## src/verilog/sbrg_pkg.sv

```systemverilog
// constants for the secondary bus request gating block
package sbrg_pkg;
  localparam int SBRG_MASTERS = 6;
  localparam logic [7:0] SBRG_GATE_OFFSET = 8'hDD;
  localparam logic [7:0] SBRG_TOSTAT_OFFSET = 8'hDE;
  localparam logic [7:0] SBRG_GATE_RESET = 8'h00;
  localparam logic [7:0] SBRG_TOSTAT_RESET = 8'h00;
  localparam int SBRG_TIMEOUT_EN_BIT = 7;
  localparam int SBRG_AUTO_MASK_BIT = 6;
  localparam int SBRG_IGNORE_LSB = 0;
  localparam int SBRG_TIMEOUT_PCI_CLKS = 16;
  localparam int SBRG_TIMEOUT_CYCLES = SBRG_TIMEOUT_PCI_CLKS;
  localparam int SBRG_CNT_W = 5;
  localparam logic [SBRG_CNT_W-1:0] SBRG_TIMEOUT_LIMIT = 5'(SBRG_TIMEOUT_CYCLES);

  typedef enum logic [2:0] {
    SBRG_ST_IDLE = 3'b001,
    SBRG_ST_GRANTED = 3'b010,
    SBRG_ST_BUSY = 3'b100
  } sbrg_state_t;
endpackage : sbrg_pkg

```

## src/verilog/sbrg_request_gating.sv

```systemverilog
// secondary bus request gating, grant time-out and grant sequencing
// What this block does
// - time-out checking only while bit 7 is one; reset value zero, no time-outs.
// - count clocks from bus idle; no FRAME within 16 clocks means non-responsive.
// - with bit 6 one, a time-out masks the offender's request automatically.
// - mask bits 5..0 make the arbiter ignore request inputs 5..0 when one.
// - eight-bit gating register read and written at configuration offset DDh.
// - gating register returns to 00h on fundamental, global or power-on reset.
// - each time-out sets a per-request flag, read and cleared at offset DEh.
// - gated requests are arbitrated two-tier rotationally, high or low tier each.
module sbrg_request_gating
  import sbrg_pkg::*;
(
  input wire logic sys_clk_in,
  input wire logic rst_n_in,
  input wire logic fundamental_reset_n_in,
  input wire logic global_reset_n_in,
  input wire logic [7:0] cfg_addr_in,
  input wire logic cfg_wr_in,
  input wire logic cfg_rd_in,
  input wire logic [7:0] cfg_wdata_in,
  output logic [7:0] cfg_rdata_out,
  input wire logic master0_request_in,
  input wire logic master1_request_in,
  input wire logic master2_request_in,
  input wire logic master3_request_in,
  input wire logic master4_request_in,
  input wire logic master5_request_in,
  input wire logic [SBRG_MASTERS-1:0] master_high_tier_in,
  input wire logic frame_n_in,
  input wire logic irdy_n_in,
  output logic master0_grant_out,
  output logic master1_grant_out,
  output logic master2_grant_out,
  output logic master3_grant_out,
  output logic master4_grant_out,
  output logic master5_grant_out
);
  logic [7:0] gate_ff;
  logic [7:0] nxt_gate;
  logic [SBRG_MASTERS-1:0] tostat_ff;
  logic [SBRG_MASTERS-1:0] nxt_tostat;
  logic [7:0] rdata_ff;
  logic [7:0] nxt_rdata;
  sbrg_state_t state_ff;
  sbrg_state_t nxt_state;
  logic [SBRG_MASTERS-1:0] grant_ff;
  logic [SBRG_MASTERS-1:0] nxt_grant;
  logic [SBRG_CNT_W-1:0] cnt_ff;
  logic [SBRG_CNT_W-1:0] nxt_cnt;
  logic sync_clear;
  logic bus_idle;
  logic grant_timeout_enable;
  logic auto_mask;
  logic timeout_hit;
  logic advance;
  logic [SBRG_MASTERS-1:0] raw_req;
  logic [SBRG_MASTERS-1:0] ignore;
  logic [SBRG_MASTERS-1:0] gated_req;
  logic [SBRG_MASTERS-1:0] winner;
  logic [SBRG_MASTERS-1:0] timeout_set;
  logic gate_wr;
  logic tostat_wr;

  assign sync_clear = !fundamental_reset_n_in || !global_reset_n_in;
  assign bus_idle = frame_n_in && irdy_n_in;
  assign grant_timeout_enable = gate_ff[SBRG_TIMEOUT_EN_BIT];
  assign auto_mask = gate_ff[SBRG_AUTO_MASK_BIT];
  assign ignore = gate_ff[SBRG_IGNORE_LSB +: SBRG_MASTERS];
  assign raw_req = {master5_request_in, master4_request_in, master3_request_in,
                    master2_request_in, master1_request_in, master0_request_in};
  assign gated_req = raw_req & ~ignore;
  assign gate_wr = cfg_wr_in && (cfg_addr_in == SBRG_GATE_OFFSET);
  assign tostat_wr = cfg_wr_in && (cfg_addr_in == SBRG_TOSTAT_OFFSET);

  sbrg_rotate_arbiter #(
    .N(SBRG_MASTERS)
  ) i_sbrg_rotate_arbiter (
    .sys_clk_in(sys_clk_in),
    .rst_n_in(rst_n_in),
    .sync_clear_in(sync_clear),
    .request_in(gated_req),
    .high_tier_in(master_high_tier_in),
    .advance_in(advance),
    .winner_out(winner)
  );

  // grant sequencing and time-out detection
  always_comb begin
    nxt_state = state_ff;
    nxt_grant = grant_ff;
    nxt_cnt = cnt_ff;
    timeout_hit = 1'b0;
    advance = 1'b0;
    unique case (state_ff)
      SBRG_ST_IDLE: begin
        nxt_cnt = '0;
        if (bus_idle && winner != '0) begin
          nxt_grant = winner;
          advance = 1'b1;
          nxt_state = SBRG_ST_GRANTED;
        end
      end
      SBRG_ST_GRANTED: begin
        if (!frame_n_in) begin
          nxt_grant = '0;
          nxt_state = SBRG_ST_BUSY;
        end else if ((grant_ff & gated_req) == '0) begin
          nxt_grant = '0;
          nxt_state = SBRG_ST_IDLE;
        end else if (bus_idle && grant_timeout_enable) begin
          nxt_cnt = cnt_ff + 5'h01;
          // FRAME still high on the sixteenth idle clock: master presumed dead
          if (nxt_cnt == SBRG_TIMEOUT_LIMIT) begin
            timeout_hit = 1'b1;
            nxt_grant = '0;
            nxt_state = SBRG_ST_IDLE;
          end
        end
      end
      SBRG_ST_BUSY: begin
        if (bus_idle) begin
          nxt_state = SBRG_ST_IDLE;
        end
      end
      default: begin
        nxt_state = SBRG_ST_IDLE;
        nxt_grant = '0;
      end
    endcase
    if (sync_clear) begin
      nxt_state = SBRG_ST_IDLE;
      nxt_grant = '0;
      nxt_cnt = '0;
    end
  end

  always_ff @(posedge sys_clk_in or negedge rst_n_in) begin
    if (!rst_n_in) begin
      state_ff <= SBRG_ST_IDLE;
      grant_ff <= '0;
      cnt_ff <= '0;
    end else begin
      state_ff <= nxt_state;
      grant_ff <= nxt_grant;
      cnt_ff <= nxt_cnt;
    end
  end

  // configuration registers; hardware set wins over a same-cycle software clear
  always_comb begin
    timeout_set = timeout_hit ? grant_ff : '0;
    nxt_gate = gate_ff;
    if (gate_wr) begin
      nxt_gate = cfg_wdata_in;
    end
    if (auto_mask) begin
      nxt_gate[SBRG_IGNORE_LSB +: SBRG_MASTERS] =
        nxt_gate[SBRG_IGNORE_LSB +: SBRG_MASTERS] | timeout_set;
    end
    nxt_tostat = tostat_ff;
    if (tostat_wr) begin
      nxt_tostat = tostat_ff & ~cfg_wdata_in[SBRG_MASTERS-1:0];
    end
    nxt_tostat = nxt_tostat | timeout_set;
    nxt_rdata = rdata_ff;
    if (cfg_rd_in) begin
      if (cfg_addr_in == SBRG_GATE_OFFSET) begin
        nxt_rdata = gate_ff;
      end else if (cfg_addr_in == SBRG_TOSTAT_OFFSET) begin
        nxt_rdata = {2'h0, tostat_ff};
      end else begin
        nxt_rdata = 8'h00;
      end
    end
    if (sync_clear) begin
      nxt_gate = SBRG_GATE_RESET;
      nxt_tostat = SBRG_TOSTAT_RESET[SBRG_MASTERS-1:0];
      nxt_rdata = 8'h00;
    end
  end

  always_ff @(posedge sys_clk_in or negedge rst_n_in) begin
    if (!rst_n_in) begin
      gate_ff <= SBRG_GATE_RESET;
      tostat_ff <= SBRG_TOSTAT_RESET[SBRG_MASTERS-1:0];
      rdata_ff <= 8'h00;
    end else begin
      gate_ff <= nxt_gate;
      tostat_ff <= nxt_tostat;
      rdata_ff <= nxt_rdata;
    end
  end

  assign cfg_rdata_out = rdata_ff;
  assign master0_grant_out = grant_ff[0];
  assign master1_grant_out = grant_ff[1];
  assign master2_grant_out = grant_ff[2];
  assign master3_grant_out = grant_ff[3];
  assign master4_grant_out = grant_ff[4];
  assign master5_grant_out = grant_ff[5];
endmodule : sbrg_request_gating

```

## src/verilog/sbrg_rotate_arbiter.sv

```systemverilog
// two-tier rotational pick among gated requests
module sbrg_rotate_arbiter
  import sbrg_pkg::*;
#(
  parameter int N = SBRG_MASTERS
) (
  input wire logic sys_clk_in,
  input wire logic rst_n_in,
  input wire logic sync_clear_in,
  input wire logic [N-1:0] request_in,
  input wire logic [N-1:0] high_tier_in,
  input wire logic advance_in,
  output logic [N-1:0] winner_out
);
  logic [N-1:0] last_hi_ff;
  logic [N-1:0] last_lo_ff;
  logic low_turn_ff;
  logic [N-1:0] nxt_last_hi;
  logic [N-1:0] nxt_last_lo;
  logic nxt_low_turn;
  logic [N-1:0] pick_hi;
  logic [N-1:0] pick_lo;

  // first requester strictly after the last winner, wrapping around
  function automatic logic [N-1:0] rr_pick(input logic [N-1:0] req, input logic [N-1:0] last);
    logic [N-1:0] res;
    int start;
    int idx;
    res = '0;
    start = 0;
    for (int i = 0; i < N; i++) begin
      if (last[i]) begin
        start = i + 1;
      end
    end
    for (int k = N - 1; k >= 0; k--) begin
      idx = (start + k) % N;
      if (req[idx]) begin
        res = '0;
        res[idx] = 1'b1;
      end
    end
    return res;
  endfunction : rr_pick

  always_comb begin
    pick_hi = rr_pick(request_in & high_tier_in, last_hi_ff);
    pick_lo = rr_pick(request_in & ~high_tier_in, last_lo_ff);
    // low tier takes one slot after each high-tier grant so it never starves
    if (pick_lo != '0 && (pick_hi == '0 || low_turn_ff)) begin
      winner_out = pick_lo;
    end else begin
      winner_out = pick_hi;
    end
    nxt_last_hi = last_hi_ff;
    nxt_last_lo = last_lo_ff;
    nxt_low_turn = low_turn_ff;
    if (advance_in && winner_out != '0) begin
      if ((winner_out & high_tier_in) != '0) begin
        nxt_last_hi = winner_out;
        nxt_low_turn = 1'b1;
      end else begin
        nxt_last_lo = winner_out;
        nxt_low_turn = 1'b0;
      end
    end
    if (sync_clear_in) begin
      nxt_last_hi = '0;
      nxt_last_lo = '0;
      nxt_low_turn = 1'b0;
    end
  end

  always_ff @(posedge sys_clk_in or negedge rst_n_in) begin
    if (!rst_n_in) begin
      last_hi_ff <= '0;
      last_lo_ff <= '0;
      low_turn_ff <= 1'b0;
    end else begin
      last_hi_ff <= nxt_last_hi;
      last_lo_ff <= nxt_last_lo;
      low_turn_ff <= nxt_low_turn;
    end
  end
endmodule : sbrg_rotate_arbiter
```

## config.mk

```make
export PLATFORM = sky130hd
export DESIGN_NAME = sbrg_request_gating
export DESIGN_NICKNAME = d
export VERILOG_FILES = /design/src/verilog/sbrg_pkg.sv /design/src/verilog/sbrg_request_gating.sv /design/src/verilog/sbrg_rotate_arbiter.sv
export SDC_FILE = /design/constraint.sdc
export NUM_CORES = 1
export LEC_CHECK = 0
export BUFFER_PORTS_ARGS = -buffer_cell sky130_fd_sc_hd__buf_2
export CAP_MARGIN = 20
export CORE_AREA = 2 2 122 124
export CTS_CLUSTER_SIZE = 14
export DETAILED_ROUTE_END_ITERATION = 12
export DIE_AREA = 0 0 124 126
export PLACE_DENSITY = 0.74
export SLEW_MARGIN = 20
export SYNTH_ARGS = -nofsm -noshare
export SYNTH_HDL_FRONTEND = slang
export SYNTH_SLANG_ARGS = --single-unit
```

## constraint.sdc

```tcl
create_clock -name sys_clk_in -period 5.8 [get_ports sys_clk_in]
set_input_delay 1.45 -clock sys_clk_in [delete_from_list [all_inputs] [get_ports sys_clk_in]]
set_output_delay 1.45 -clock sys_clk_in [all_outputs]
set_load 0.005 [all_outputs]
```

# Word level (Yosys, flattened, before mapping)
# Index checks and enable logic that the tools add are counted.
totals:
  regBits: 49
  latchBits: 0
  mem_bits_rw: 0
  rom_bits: 0
  in_bits: 36
  out_inout_bits: 14
  word_cells: 252
  mem_count: 0
op_classes:
  add_sub_neg: 11
  mul: 0
  div_mod_pow: 12
  n_lt_le_gt_ge: 24
  eq_ne: 15
  n_shift: 0
  muxes: 131
  bitwise: 11
  reduce_logical: 38
op_table:
  columns: ["cell", "n"]
  rows:
  - [">= comparator 32 x 1 -> 1 bit (second input constant)", 12]
  - ["< comparator 32 x 5 -> 1 bit (second input constant)", 12]
  - ["remainder unit 32 x 4 -> 32 bit (second input constant)", 12]
  - ["two-way mux 6 bit", 30]
  - ["two-way mux 32 bit", 5]
  - ["adder 32 x 3 -> 32 bit (second input constant)", 2]
  - ["adder 32 x 4 -> 32 bit (second input constant)", 2]
  - ["two-way mux 1 bit", 48]
  - ["two-way mux 8 bit", 5]
  - ["AND 6 bit", 6]
  - ["binary-select mux 1 bit (select 3 bit)", 12]
  - ["demux 1 bit (select 3 bit)", 12]
  - ["adder 32 x 2 -> 32 bit (second input constant)", 1]
  - ["two-way mux 3 bit", 10]
  - ["two-way mux 5 bit", 4]
  - ["logical AND 1 bit", 19]
  - ["inverter 6 bit", 3]
  - ["case mux 6 bit (3 select lines)", 1]
  - ["nonzero test 6 bit", 3]
  - ["== test 8 bit (second input constant)", 2]
  - ["!= test 3 x 2 -> 1 bit (second input constant)", 5]
  - ["logical NOT 6 bit", 2]
  - ["bitwise OR 6 bit", 2]
  - ["AND reduction 4 bit", 3]
  - ["18 further kinds", 29]

# Depth between registers and ports, before layout
# Gate-level depths: netlist (run 1).
depth:
  word_depth: 29
  mapped_depth: 28
  depth_no_buf: 24

# By module
# Synthesis (run 1) repeated with hierarchy kept, for this count alone.
hier_totals:
  hier_cells: 894
  hier_area_um2: 6802.8
by_module_without_submodules:
  columns: ["mod", "n_inst", "cells_per_inst", "area_per_inst_um2", "seq_area_each_um2"]
  rows:
  - ["sbrg_rotate_arbiter", 1, 666, 4754.6, 325.3]
  - ["sbrg_request_gating", 1, 228, 2048.2, 902.1]

# Worst setup path before layout (run 1)
# No wires, ideal clock.
synth_path:
  kind: "reg2reg"
  from: "register i_sbrg_rotate_arbiter.last_lo_ff[3]"
  to: "register i_sbrg_rotate_arbiter.last_lo_ff[0]"
  setup_time_ps: 79
  arrival_time_ps: 5639
  required_time_ps: 5721
  setup_slack_ps: 82
  path_stages_with_launch: 28
  n_path_buf: 5
  synth_period_minus_slack_ps: 5718
  cell_sequence: "dfrtp_1 buf_2 nor2b_2 a211o_1 inv_2 clkbuf_1 ha_1 clkbuf_1 or4_4 and2_1 clkbuf_1 inv_1 ha_1 and3b_1 nand2_1 o31ai_1 a2111o_1 mux2i_1 a211oi_1 a311o_1 a41oi_1 and3_1 a21oi_4 mux2i_1 a211o_1 and4b_1 buf_6 mux2i_1"
synth_via:
  elab_chain_len: 25
  elab_cells_between_ends: 84
  cone_classes: "add/sub: 5; div: 6; order compare: 12; eq/ne: 1; mux: 45; bitwise: 1; reduce/logical: 14"
synth_rtl:
  columns: ["element", "line", "text"]
  rows:
  - ["start, declared", "sbrg_rotate_arbiter.sv:16", "logic [N-1:0] last_lo_ff;"]
  - ["start signal, assigned", "sbrg_rotate_arbiter.sv:81", "last_lo_ff <= nxt_last_lo;"]
  - ["two-way mux 32 bit (*) (3 in a row)", "sbrg_rotate_arbiter.sv:32", "if (last[i]) begin"]
  - ["adder 32 x 4 -> 32 bit", "sbrg_rotate_arbiter.sv:37", "idx = (start + k) % N;"]
  - ["remainder unit 32 x 4 -> 32 bit", "sbrg_rotate_arbiter.sv:37", null]
  - [">= comparator 32 x 1 -> 1 bit (not written as such) / < comparator 32 x 5 -> 1 bit (equally long branches)", "sbrg_rotate_arbiter.sv:40", "res[idx] = 1'b1;"]
  - ["logical AND 1 bit (not written as such)", "sbrg_rotate_arbiter.sv:40", null]
  - ["two-way mux 1 bit (not written as such)", "sbrg_rotate_arbiter.sv:40", null]
  - ["demux 1 bit (select 3 bit)", null, null]
  - ["two-way mux 6 bit (5 in a row)", "sbrg_rotate_arbiter.sv:38", "if (req[idx]) begin"]
  - ["[... 3 more ...]", null, null]
  - ["two-way mux 6 bit (*)", "sbrg_rotate_arbiter.sv:50", "if (pick_lo != '0 && (pick_hi == '0 || low_turn_ff)) begin"]
  - ["nonzero test 6 bit", "sbrg_request_gating.sv:98, sbrg_rotate_arbiter.sv:58", null]
  - ["logical AND 1 bit", "sbrg_request_gating.sv:98", "if (bus_idle && winner != '0) begin"]
  - ["two-way mux 1 bit", "sbrg_request_gating.sv:98", null]
  - ["two-way mux 1 bit", "sbrg_request_gating.sv:95", "unique case (state_ff)"]
  - ["logical AND 1 bit", "sbrg_rotate_arbiter.sv:58", "if (advance_in && winner_out != '0) begin"]
  - ["nonzero test 2 bit (no source line)", null, null]
  - ["AND reduction 2 bit (no source line)", null, null]
# Mark *: on every way between the ends. The rest lies on a longest branch, timed or not. The select of a mux whose other input is x is not followed.
# A chain may end at the register's enable or synchronous reset.

# Worst setup path after layout (run 1)
layout_path:
  from: "register i_sbrg_rotate_arbiter.last_hi_ff[1]"
  to: "register i_sbrg_rotate_arbiter.last_lo_ff[0]"
layout_via:
  elab_chain_len: 28
  elab_cells_between_ends: 87
  cone_classes: "add/sub: 5; div: 6; order compare: 12; eq/ne: 1; mux: 47; bitwise: 1; reduce/logical: 15"
layout_rtl:
  columns: ["element", "line", "text"]
  rows:
  - ["start, declared", "sbrg_rotate_arbiter.sv:15", "logic [N-1:0] last_hi_ff;"]
  - ["start signal, assigned", "sbrg_rotate_arbiter.sv:80", "last_hi_ff <= nxt_last_hi;"]
  - ["two-way mux 2 bit (*) (2 in a row)", "sbrg_rotate_arbiter.sv:32", null]
  - ["two-way mux 3 bit (*) (3 in a row)", "sbrg_rotate_arbiter.sv:32", null]
  - ["adder 3 x 3 -> 4 bit", "sbrg_rotate_arbiter.sv:37", null]
  - ["remainder unit 32 x 4 -> 32 bit", "sbrg_rotate_arbiter.sv:37", null]
  - [">= comparator 32 x 1 -> 1 bit (not written as such) / < comparator 32 x 5 -> 1 bit (equally long branches)", "sbrg_rotate_arbiter.sv:40", null]
  - ["logical AND 1 bit (not written as such)", "sbrg_rotate_arbiter.sv:40", null]
  - ["two-way mux 1 bit (not written as such)", "sbrg_rotate_arbiter.sv:40", null]
  - ["demux 1 bit (select 3 bit)", null, null]
  - ["[... 9 more ...]", null, null]
  - ["two-way mux 6 bit (*)", "sbrg_rotate_arbiter.sv:50", null]
  - ["nonzero test 6 bit", "sbrg_request_gating.sv:98, sbrg_rotate_arbiter.sv:58", null]
  - ["logical AND 1 bit", "sbrg_request_gating.sv:98", null]
  - ["two-way mux 1 bit", "sbrg_request_gating.sv:98", null]
  - ["two-way mux 1 bit", "sbrg_request_gating.sv:95", null]
  - ["logical AND 1 bit", "sbrg_rotate_arbiter.sv:58", null]
  - ["nonzero test 2 bit (no source line)", null, null]
  - ["AND reduction 2 bit (no source line)", null, null]
# Marks and branches as above.

==> results of run 1 <==
==> logic make-up after synthesis <==
family / Yosys count / synth area share
flops: 49 / 0.195
fa+ha+maj: 39 / 0.0777
buf+inv: 83 / 0.0603
compound gates: 242 / 0.285
mux: 55 / 0.0918
simple gates: 330 / 0.278
xor+xnor: 6 / 0.0114
==> final timing paths <==
check                                               startpoint                                   to  slack (ns)
max                        i_sbrg_rotate_arbiter.last_hi_ff[1]  i_sbrg_rotate_arbiter.last_lo_ff[0]        0.27
min                                           cfg_rdata_out[5]                     cfg_rdata_out[5]        0.47
max reg2reg                i_sbrg_rotate_arbiter.last_hi_ff[1]  i_sbrg_rotate_arbiter.last_lo_ff[0]        0.27
min reg2reg                                   cfg_rdata_out[5]                     cfg_rdata_out[5]        0.47
max in group asynchronous                             rst_n_in  i_sbrg_rotate_arbiter.last_lo_ff[4]        4.16
min in group asynchronous                             rst_n_in                           gate_ff[2]        1.17
==> sequential cells by signal (all words and copies together), names as in the netlist <==
register	cells
cfg_rdata_out	8
gate_ff	8
grant_ff	6
i_sbrg_rotate_arbiter.last_hi_ff	6
i_sbrg_rotate_arbiter.last_lo_ff	6
tostat_ff	6
cnt_ff	5
state_ff	3
i_sbrg_rotate_arbiter.low_turn_ff	1
==> cells in the mapped netlist, drive strengths merged (19+ instances only) <==
cell type,n
a31oi,19
a21oi,41
clkbuf,29
inv,35
nand2b,19
nand2,93
nor2,64
nand3,23
mux2i,43
dfrtp,48
nor3,24
ha,39
o21ai,35
==> layer usage <==
layer	vias to the layer above	share of wire	wire length, um
met1	3119	0.43	8380
li1	3122	-	-
met2	309	0.47	9150
met3	56	0.069	1320
met4	0	0.023	439
met5	-	0	0
==> cell type report <==
type | instances | area, um^2 | share of cell area
sequential | 49 | 1230 | 0.174
inverter | 37 | 153 | 0.0215
multi-input combinational | 672 | 4750 | 0.669
tap | 184 | 230 | 0.0324
clock buffer | 5 | 125 | 0.0176
timing repair buffer | 91 | 563 | 0.0793
clock inverter | 3 | 50.0 | 0.00704
==> metrics by stage <==
step	hold slack [ns]	util	setup TNS [ns]	setup WS (ns)	power (mW)
6_report	0.471	0.496	0	0.272	2.37
2_1_floorplan	0.463	-	0	0.0820	1.52
4_1_cts	0.471	0.488	0	0.00973	2.27
3_3_place_gp	0.451	0.475	0	0.221	1.90
5_1_grt	0.497	0.496	-0.00513	-0.00367	2.52
3_5_place_dp	0.455	0.475	0	0.0396	1.91
==> power breakdown <==
group	internal, mW	total, mW	switching [mW]
clock network	0.208	0.354	0.146
registers	0.353	0.371	0.0175
logic	0.645	1.65	1.00
==> worst register-to-register path, stage by stage (launching register included) <==
cell and delay (ns):
dfrtp_1 0.41, nand2b_1 0.17, a211o_4 0.42, ha_1 0.47, buf_4 0.25, a21boi_0 0.19, a31oi_1 0.07, nor3_2 0.42
o311a_1 0.40, a2111oi_1 0.12, a221o_1 0.34, a22oi_2 0.27, nand4_2 0.18, o31a_1 0.36, a21oi_4 0.22, mux2i_1 0.14
a211o_1 0.33, and4b_4 0.44, mux2i_1 0.23
==> timing repair <==
| item | 4_1_cts | 5_1_grt |
|---|---|---|
| gates resized for setup | 0 | 25 |
| hold endpoints to repair | 0 | 0 |
| setup endpoints to repair | 0 | 19 |
| setup buffers | 0 | 5 |
==> impl_metrics.yaml, run 1 <==
yosys:
  synth_area_um2: 6280
  synthesis.nets: 879
  async_flop_share: 1.00
  synthDistinctLibCells: 103
  yosys-top-cells-area: "dfrtp_1 19%, ha_1 7.8%, mux2i_1 6.5%"
  ys_seq_elements: 49
  yosysTopAreaCell: "dfrtp_1"
  synth_edf_count: 0
  ys_warn_count: 0
  synthFlopType: "dfrtp_1"
  avgSynthCellArea_um2: 7.81
  yosysTopAreaCellShare: 0.191
  syn_inst: 804
  ys_seq_area_frac: 0.195
hold_path:
  whs_path_depth: 2
  min_path_type: "reg2reg"
critical_path:
  cp_slowest_cell: "ha_1"
  cp_max_fo: 11
  reg2reg_depth: 18
  path_delay_family: "compound AO/OA/AOI/OAI gates"
  cp.depth: 18
  critPathArrivalTime_ns: 5.74
  start_kind: "register"
  cp_num_buf_inv: 1
  critical_path_required_ns: 6.01
  cp-end-kind: "register"
  cp_common_cell: "mux2i_1"
  setup.worst_path.class: "reg2reg"
  max_stage_delay_ns: 0.47
  path_cells: "nand2b_1, a211o_4, ha_1, buf_4, a21boi_0, a31oi_1, nor3_2, o311a_1, a2111oi_1, a221o_1, a22oi_2, nand4_2, o31a_1, a21oi_4, mux2i_1, a211o_1, and4b_4, mux2i_1"
final_layout:
  diodes: 0
  syn_to_final_growth_pct: 13.1
  fillers: 1392
  final_common_cell: "nand2_1"
  final_nets: 931
  layout.cells.non_filler: 1041
  final_cell_mix: "93 x nand2_1, 63 x nor2_1, 48 x buf_2, 43 x dfrtp_1, 43 x buf_4"
  drive_gt1_frac: 0.194
  post-route-cell-area_um2: 7100
place:
  place_inst: 1028
  portBuffers: 49
  postPlaceCellArea_um2: 6810
  place_congestion: 1.03
  hpwl_um: 14600
global_routing:
  grt_pass1_vias: 6026
  use_met3: 0.0267
  grt_max_degree: 50
  grt_pass1_wl_um: 30600
  grt.busiest_layer: "met2"
  gr-usage-met2: 0.394
  grt_use_met1: 0.342
  track_usage: 0.243
  grt-ovfl-total: 0
  antenna_found_initial: 0
sta:
  setup_viol: 0
  slew_headroom: 0.288
  clock-skew-final_ns: 0.00815
  maxSlewViolCount: 0
  post-route-period-util: 0.953
  fmax_ghz: 0.181
  finalHoldViolCount: 0
  tightestPinTransition_ns: 1.07
  period_minus_slack_ns: 5.53
drt:
  routed_wirelength_um: 19300
  ant_nets: 0
  drt-initial-drc-count: 739
  drt_first_pass_iters: 7
  vias_per_cell: 6.35
  drc_errors: 0
  vias: 6606
  drt-wirelength-per-cell_um: 18.5
clocking:
  cts-buffers-inserted: 5
  cts.sinks: 49
  root_buffer: "clkbuf_16"
  insertion_delay_ns: 0.30
  cts_tree: "yes"
  htreeDepth: 2
  clockBufferDepth: 2
  path_clk_slew_ns: 0.08
  hold_buffers: 0
pwr:
  power.density_nw_per_um2: 334
  irDropWorstVdd_mv: 0.158
  p_leak_nw: 3.11
flow_run:
  drv_cap: 0
floorplanning:
  core_area_um2: 14300
  fp.dieArea_um2: 15600
  row_count: 44
  initial_core_util: 0.439
  ios: 50
  fp.dieW_um: 124
  die-height_um: 126
run_status:
  status: "completed"
Power figures use the tool's default switching activity.
==> run 2, diff against run 1 <==
--- a/config.mk
+++ b/config.mk
@@ -8,11 +8,12 @@
 export BUFFER_PORTS_ARGS = -buffer_cell sky130_fd_sc_hd__buf_2
 export CAP_MARGIN = 20
-export CORE_AREA = 2 2 122 124
+export CORE_AREA = 2 2 126 128
 export CTS_CLUSTER_SIZE = 14
 export DETAILED_ROUTE_END_ITERATION = 12
-export DIE_AREA = 0 0 124 126
+export DIE_AREA = 0 0 128 130
 export PLACE_DENSITY = 0.74
 export SLEW_MARGIN = 20
 export SYNTH_ARGS = -nofsm -noshare
 export SYNTH_HDL_FRONTEND = slang
+export SYNTH_HIERARCHICAL = 1
 export SYNTH_SLANG_ARGS = --single-unit
==> constraint.sdc (replaced) <==
create_clock -name sys_clk_in -period 5.8 [get_ports sys_clk_in]
set_input_delay 1.45 -clock sys_clk_in [delete_from_list [all_inputs] [get_ports sys_clk_in]]
set_output_delay 1.45 -clock sys_clk_in [all_outputs]
set_load 0.1 [all_outputs]
==> run 2 against run 1 <==
Wire length is 32% higher. First-iteration DRC count grew 17%. Critical path depth rose by 9. Utilization increased by 13 points. Sequential share of layout area down 4.7 points. Worst hold slack better by 0.078 ns. Cell count increased by 27%. Fmax is 3.6% lower. Synthesized cell count up 11%. Clock-buffer cell count grew 1. Register-to-register slack got worse by 0.21 ns. Critical path type unchanged. Critical endpoint is now i_sbrg_rotate_arbiter/last_lo_ff[4]. Highest routed layer unchanged.
==> impl_metrics.yaml, run 2 <==
run_status:
  status: "completed"
sta:
  setup_viol: 0
  tightestPinTransition_ns: 0.777
  slew_headroom: 0.481
  setup_ws_ns: 0.0629
  fmax_ghz: 0.174
  maxSlewViolCount: 0
  period_minus_slack_ns: 5.74
  finalHoldViolCount: 0
  fin_tns_setup_ns: 0
  rsz0062_at_grt: "yes"
  post-route-period-util: 0.989
  clock-skew-final_ns: 0.00698
critical_path:
  cp_max_fo: 6
  path_delay_family: "simple AND/OR/NAND/NOR gates"
  cp_slowest_cell: "or4_4"
  r2r_start: "i_sbrg_rotate_arbiter/last_hi_ff[2]"
  setup.worst_path.class: "reg2reg"
  cp_num_buf_inv: 2
  cp-end-kind: "register"
  critPathArrivalTime_ns: 5.93
  worstReg2RegEnd: "i_sbrg_rotate_arbiter/last_lo_ff[4]"
  reg2reg_slack_ns: 0.06
  start_kind: "register"
  reg2reg_depth: 27
  startpoint: "i_sbrg_rotate_arbiter/last_hi_ff[2]"
  critical_path_required_ns: 6.00
  max_stage_delay_ns: 0.53
clocking:
  cts-buffers-inserted: 5
  hold_buffers: 0
  htreeDepth: 2
  root_buffer: "clkbuf_16"
  path_clk_slew_ns: 0.07
  clockBufferDepth: 2
  cts_tree: "yes"
  cts.sinks: 49
  insertion_delay_ns: 0.29
final_layout:
  fillers: 1243
  diodes: 0
  fin_util: 0.631
  drive_gt1_frac: 0.387
  layout.cells.non_filler: 1319
  final_nets: 1203
  final_common_cell: "buf_4"
  syn_to_final_growth_pct: 43.0
  final_cell_mix: "214 x buf_4, 68 x nand2_1, 55 x nor2_1, 48 x buf_2, 44 x dfrtp_1"
yosys:
  avgSynthCellArea_um2: 7.61
  synthDistinctLibCells: 98
  ys_warn_count: 6
  syn_inst: 894
  yosys-top-cells-area: "dfrtp_1 18%, ha_1 7.5%, mux2i_1 4.3%"
  ys_seq_elements: 49
  synth_xor_area_frac: 0.00901
  synthMuxAreaShare: 0.0598
  synth_common_cells: "71 x nand2_1, 63 x nor2_1, 50 x o21ai_0, 48 x dfrtp_1, 46 x a21oi_1"
  synth_edf_count: 0
  synth_compound_area_frac: 0.302
  synth_most_common_cell: "nand2_1"
  synth_top_family_by_area: "simple AND/OR/NAND/NOR gates"
  async_flop_share: 1.00
  synthFlopType: "dfrtp_1"
  yosysTopAreaCell: "dfrtp_1"
  synth_area_um2: 6800
  ys_seq_area_frac: 0.180
  yosysTopAreaCellShare: 0.177
  synthSimpleGateAreaFrac: 0.312
  synthesis.nets: 971
  synthAdderAreaFrac: 0.0754
drt:
  vias: 8454
  drt-wirelength-per-cell_um: 19.3
  drt-initial-drc-count: 862
  vias_per_cell: 6.41
  ant_nets: 0
  routed_wirelength_um: 25500
  drt_first_pass_iters: 7
  drc_errors: 0
place:
  pre_cts_ws_ns: -0.561
  place_inst: 1283
  place_congestion: 0.994
  portBuffers: 49
  hpwl_um: 18100
floorplanning:
  core_area_um2: 15400
  fp.dieW_um: 128
  fp.dieArea_um2: 16600
  die-height_um: 130
  initial_core_util: 0.441
  row_count: 46
  ios: 50
flow_run:
  drv_cap: 0
global_routing:
  grt_pass1_vias: 7836
  grt-ovfl-total: 0
  antenna_found_initial: 0
  grt_pass1_wl_um: 38200
  track_usage: 0.280
  grt_max_degree: 50
hold_path:
  min_path_type: "reg2reg"
  whs_path_depth: 2
  whs_endpoint: "tostat_ff[4]"
  hold_start: "tostat_ff[4]"
-- run 2: routing by layer --
metal  vias to the layer above  wire length [um]  part of all wire  GRT usage
li1                       3856                 -                 -          -
met1                      4002             10200              0.40      0.354
met2                       477             12600              0.49      0.496
met3                       119              1680             0.066     0.0275
met4                         0              1020             0.040      0.109
met5                         -                 0                 0          0
-- run 2: worst max path at each step --
stage | to | slack, ns | cells past startpoint
after CTS | i_sbrg_rotate_arbiter/last_lo_ff[3] | 0.004 | 25
after detailed placement | i_sbrg_rotate_arbiter/last_lo_ff[4] | -0.56 | 21
final | i_sbrg_rotate_arbiter/last_lo_ff[4] | 0.06 | 27
after global routing | i_sbrg_rotate_arbiter/last_lo_ff[4] | -0.18 | 28
after floorplan | i_sbrg_rotate_arbiter/last_hi_ff[1] | -0.21 | 30
after global placement | i_sbrg_rotate_arbiter/last_lo_ff[5] | -0.37 | 21
-- run 2: layout make-up --
type / count / area (um^2) / area share
Multi-Input combinational cell: 750 / 5930 / 0.610
Timing Repair Buffer: 271 / 1960 / 0.201
Sequential cell: 49 / 1230 / 0.127
Tap cell: 192 / 240 / 0.0247
Inverter: 49 / 186 / 0.0192
Clock buffer: 6 / 139 / 0.0143
Clock inverter: 2 / 37.5 / 0.00386
-- run 2: kinds of logic after synthesis --
group                    Yosys count
AO/OA/AOI/OAI                    279
XOR/XNOR                           7
adder cells (fa/ha/maj)           41
buffers and inverters             95
flip-flops                        49
multiplexers                      38
AND/OR/NAND/NOR                  385
-- run 2: per-stage QoR --
step / hold slack [ns] / cell area (um^2)
after floorplan: 0.513 / 6930
after global placement: 0.520 / 8630
after detailed placement: 0.537 / 8630
after CTS: 0.546 / 8990
after global routing: 0.575 / 9730
final: 0.548 / 9730
-- run 2: repair_timing --
item / in CTS / in global routing
pin swaps: 12 / 64
setup endpoints to repair: 20 / 21
setup buffers: 5 / 25
endpoints found under the hold margin: 0 / 0
gates resized for setup: 31 / 117
-- run 2: tightest hold or removal path: stages (launching register included) --
cell and delay [ns]:
dfrtp_1 0.37, o21ai_0 0.07, a21oi_1 0.06
Power of run 2 is left out: the tool's default activity adds up to more than one toggle a clock period on the data nets, which glitch-free logic cannot reach.
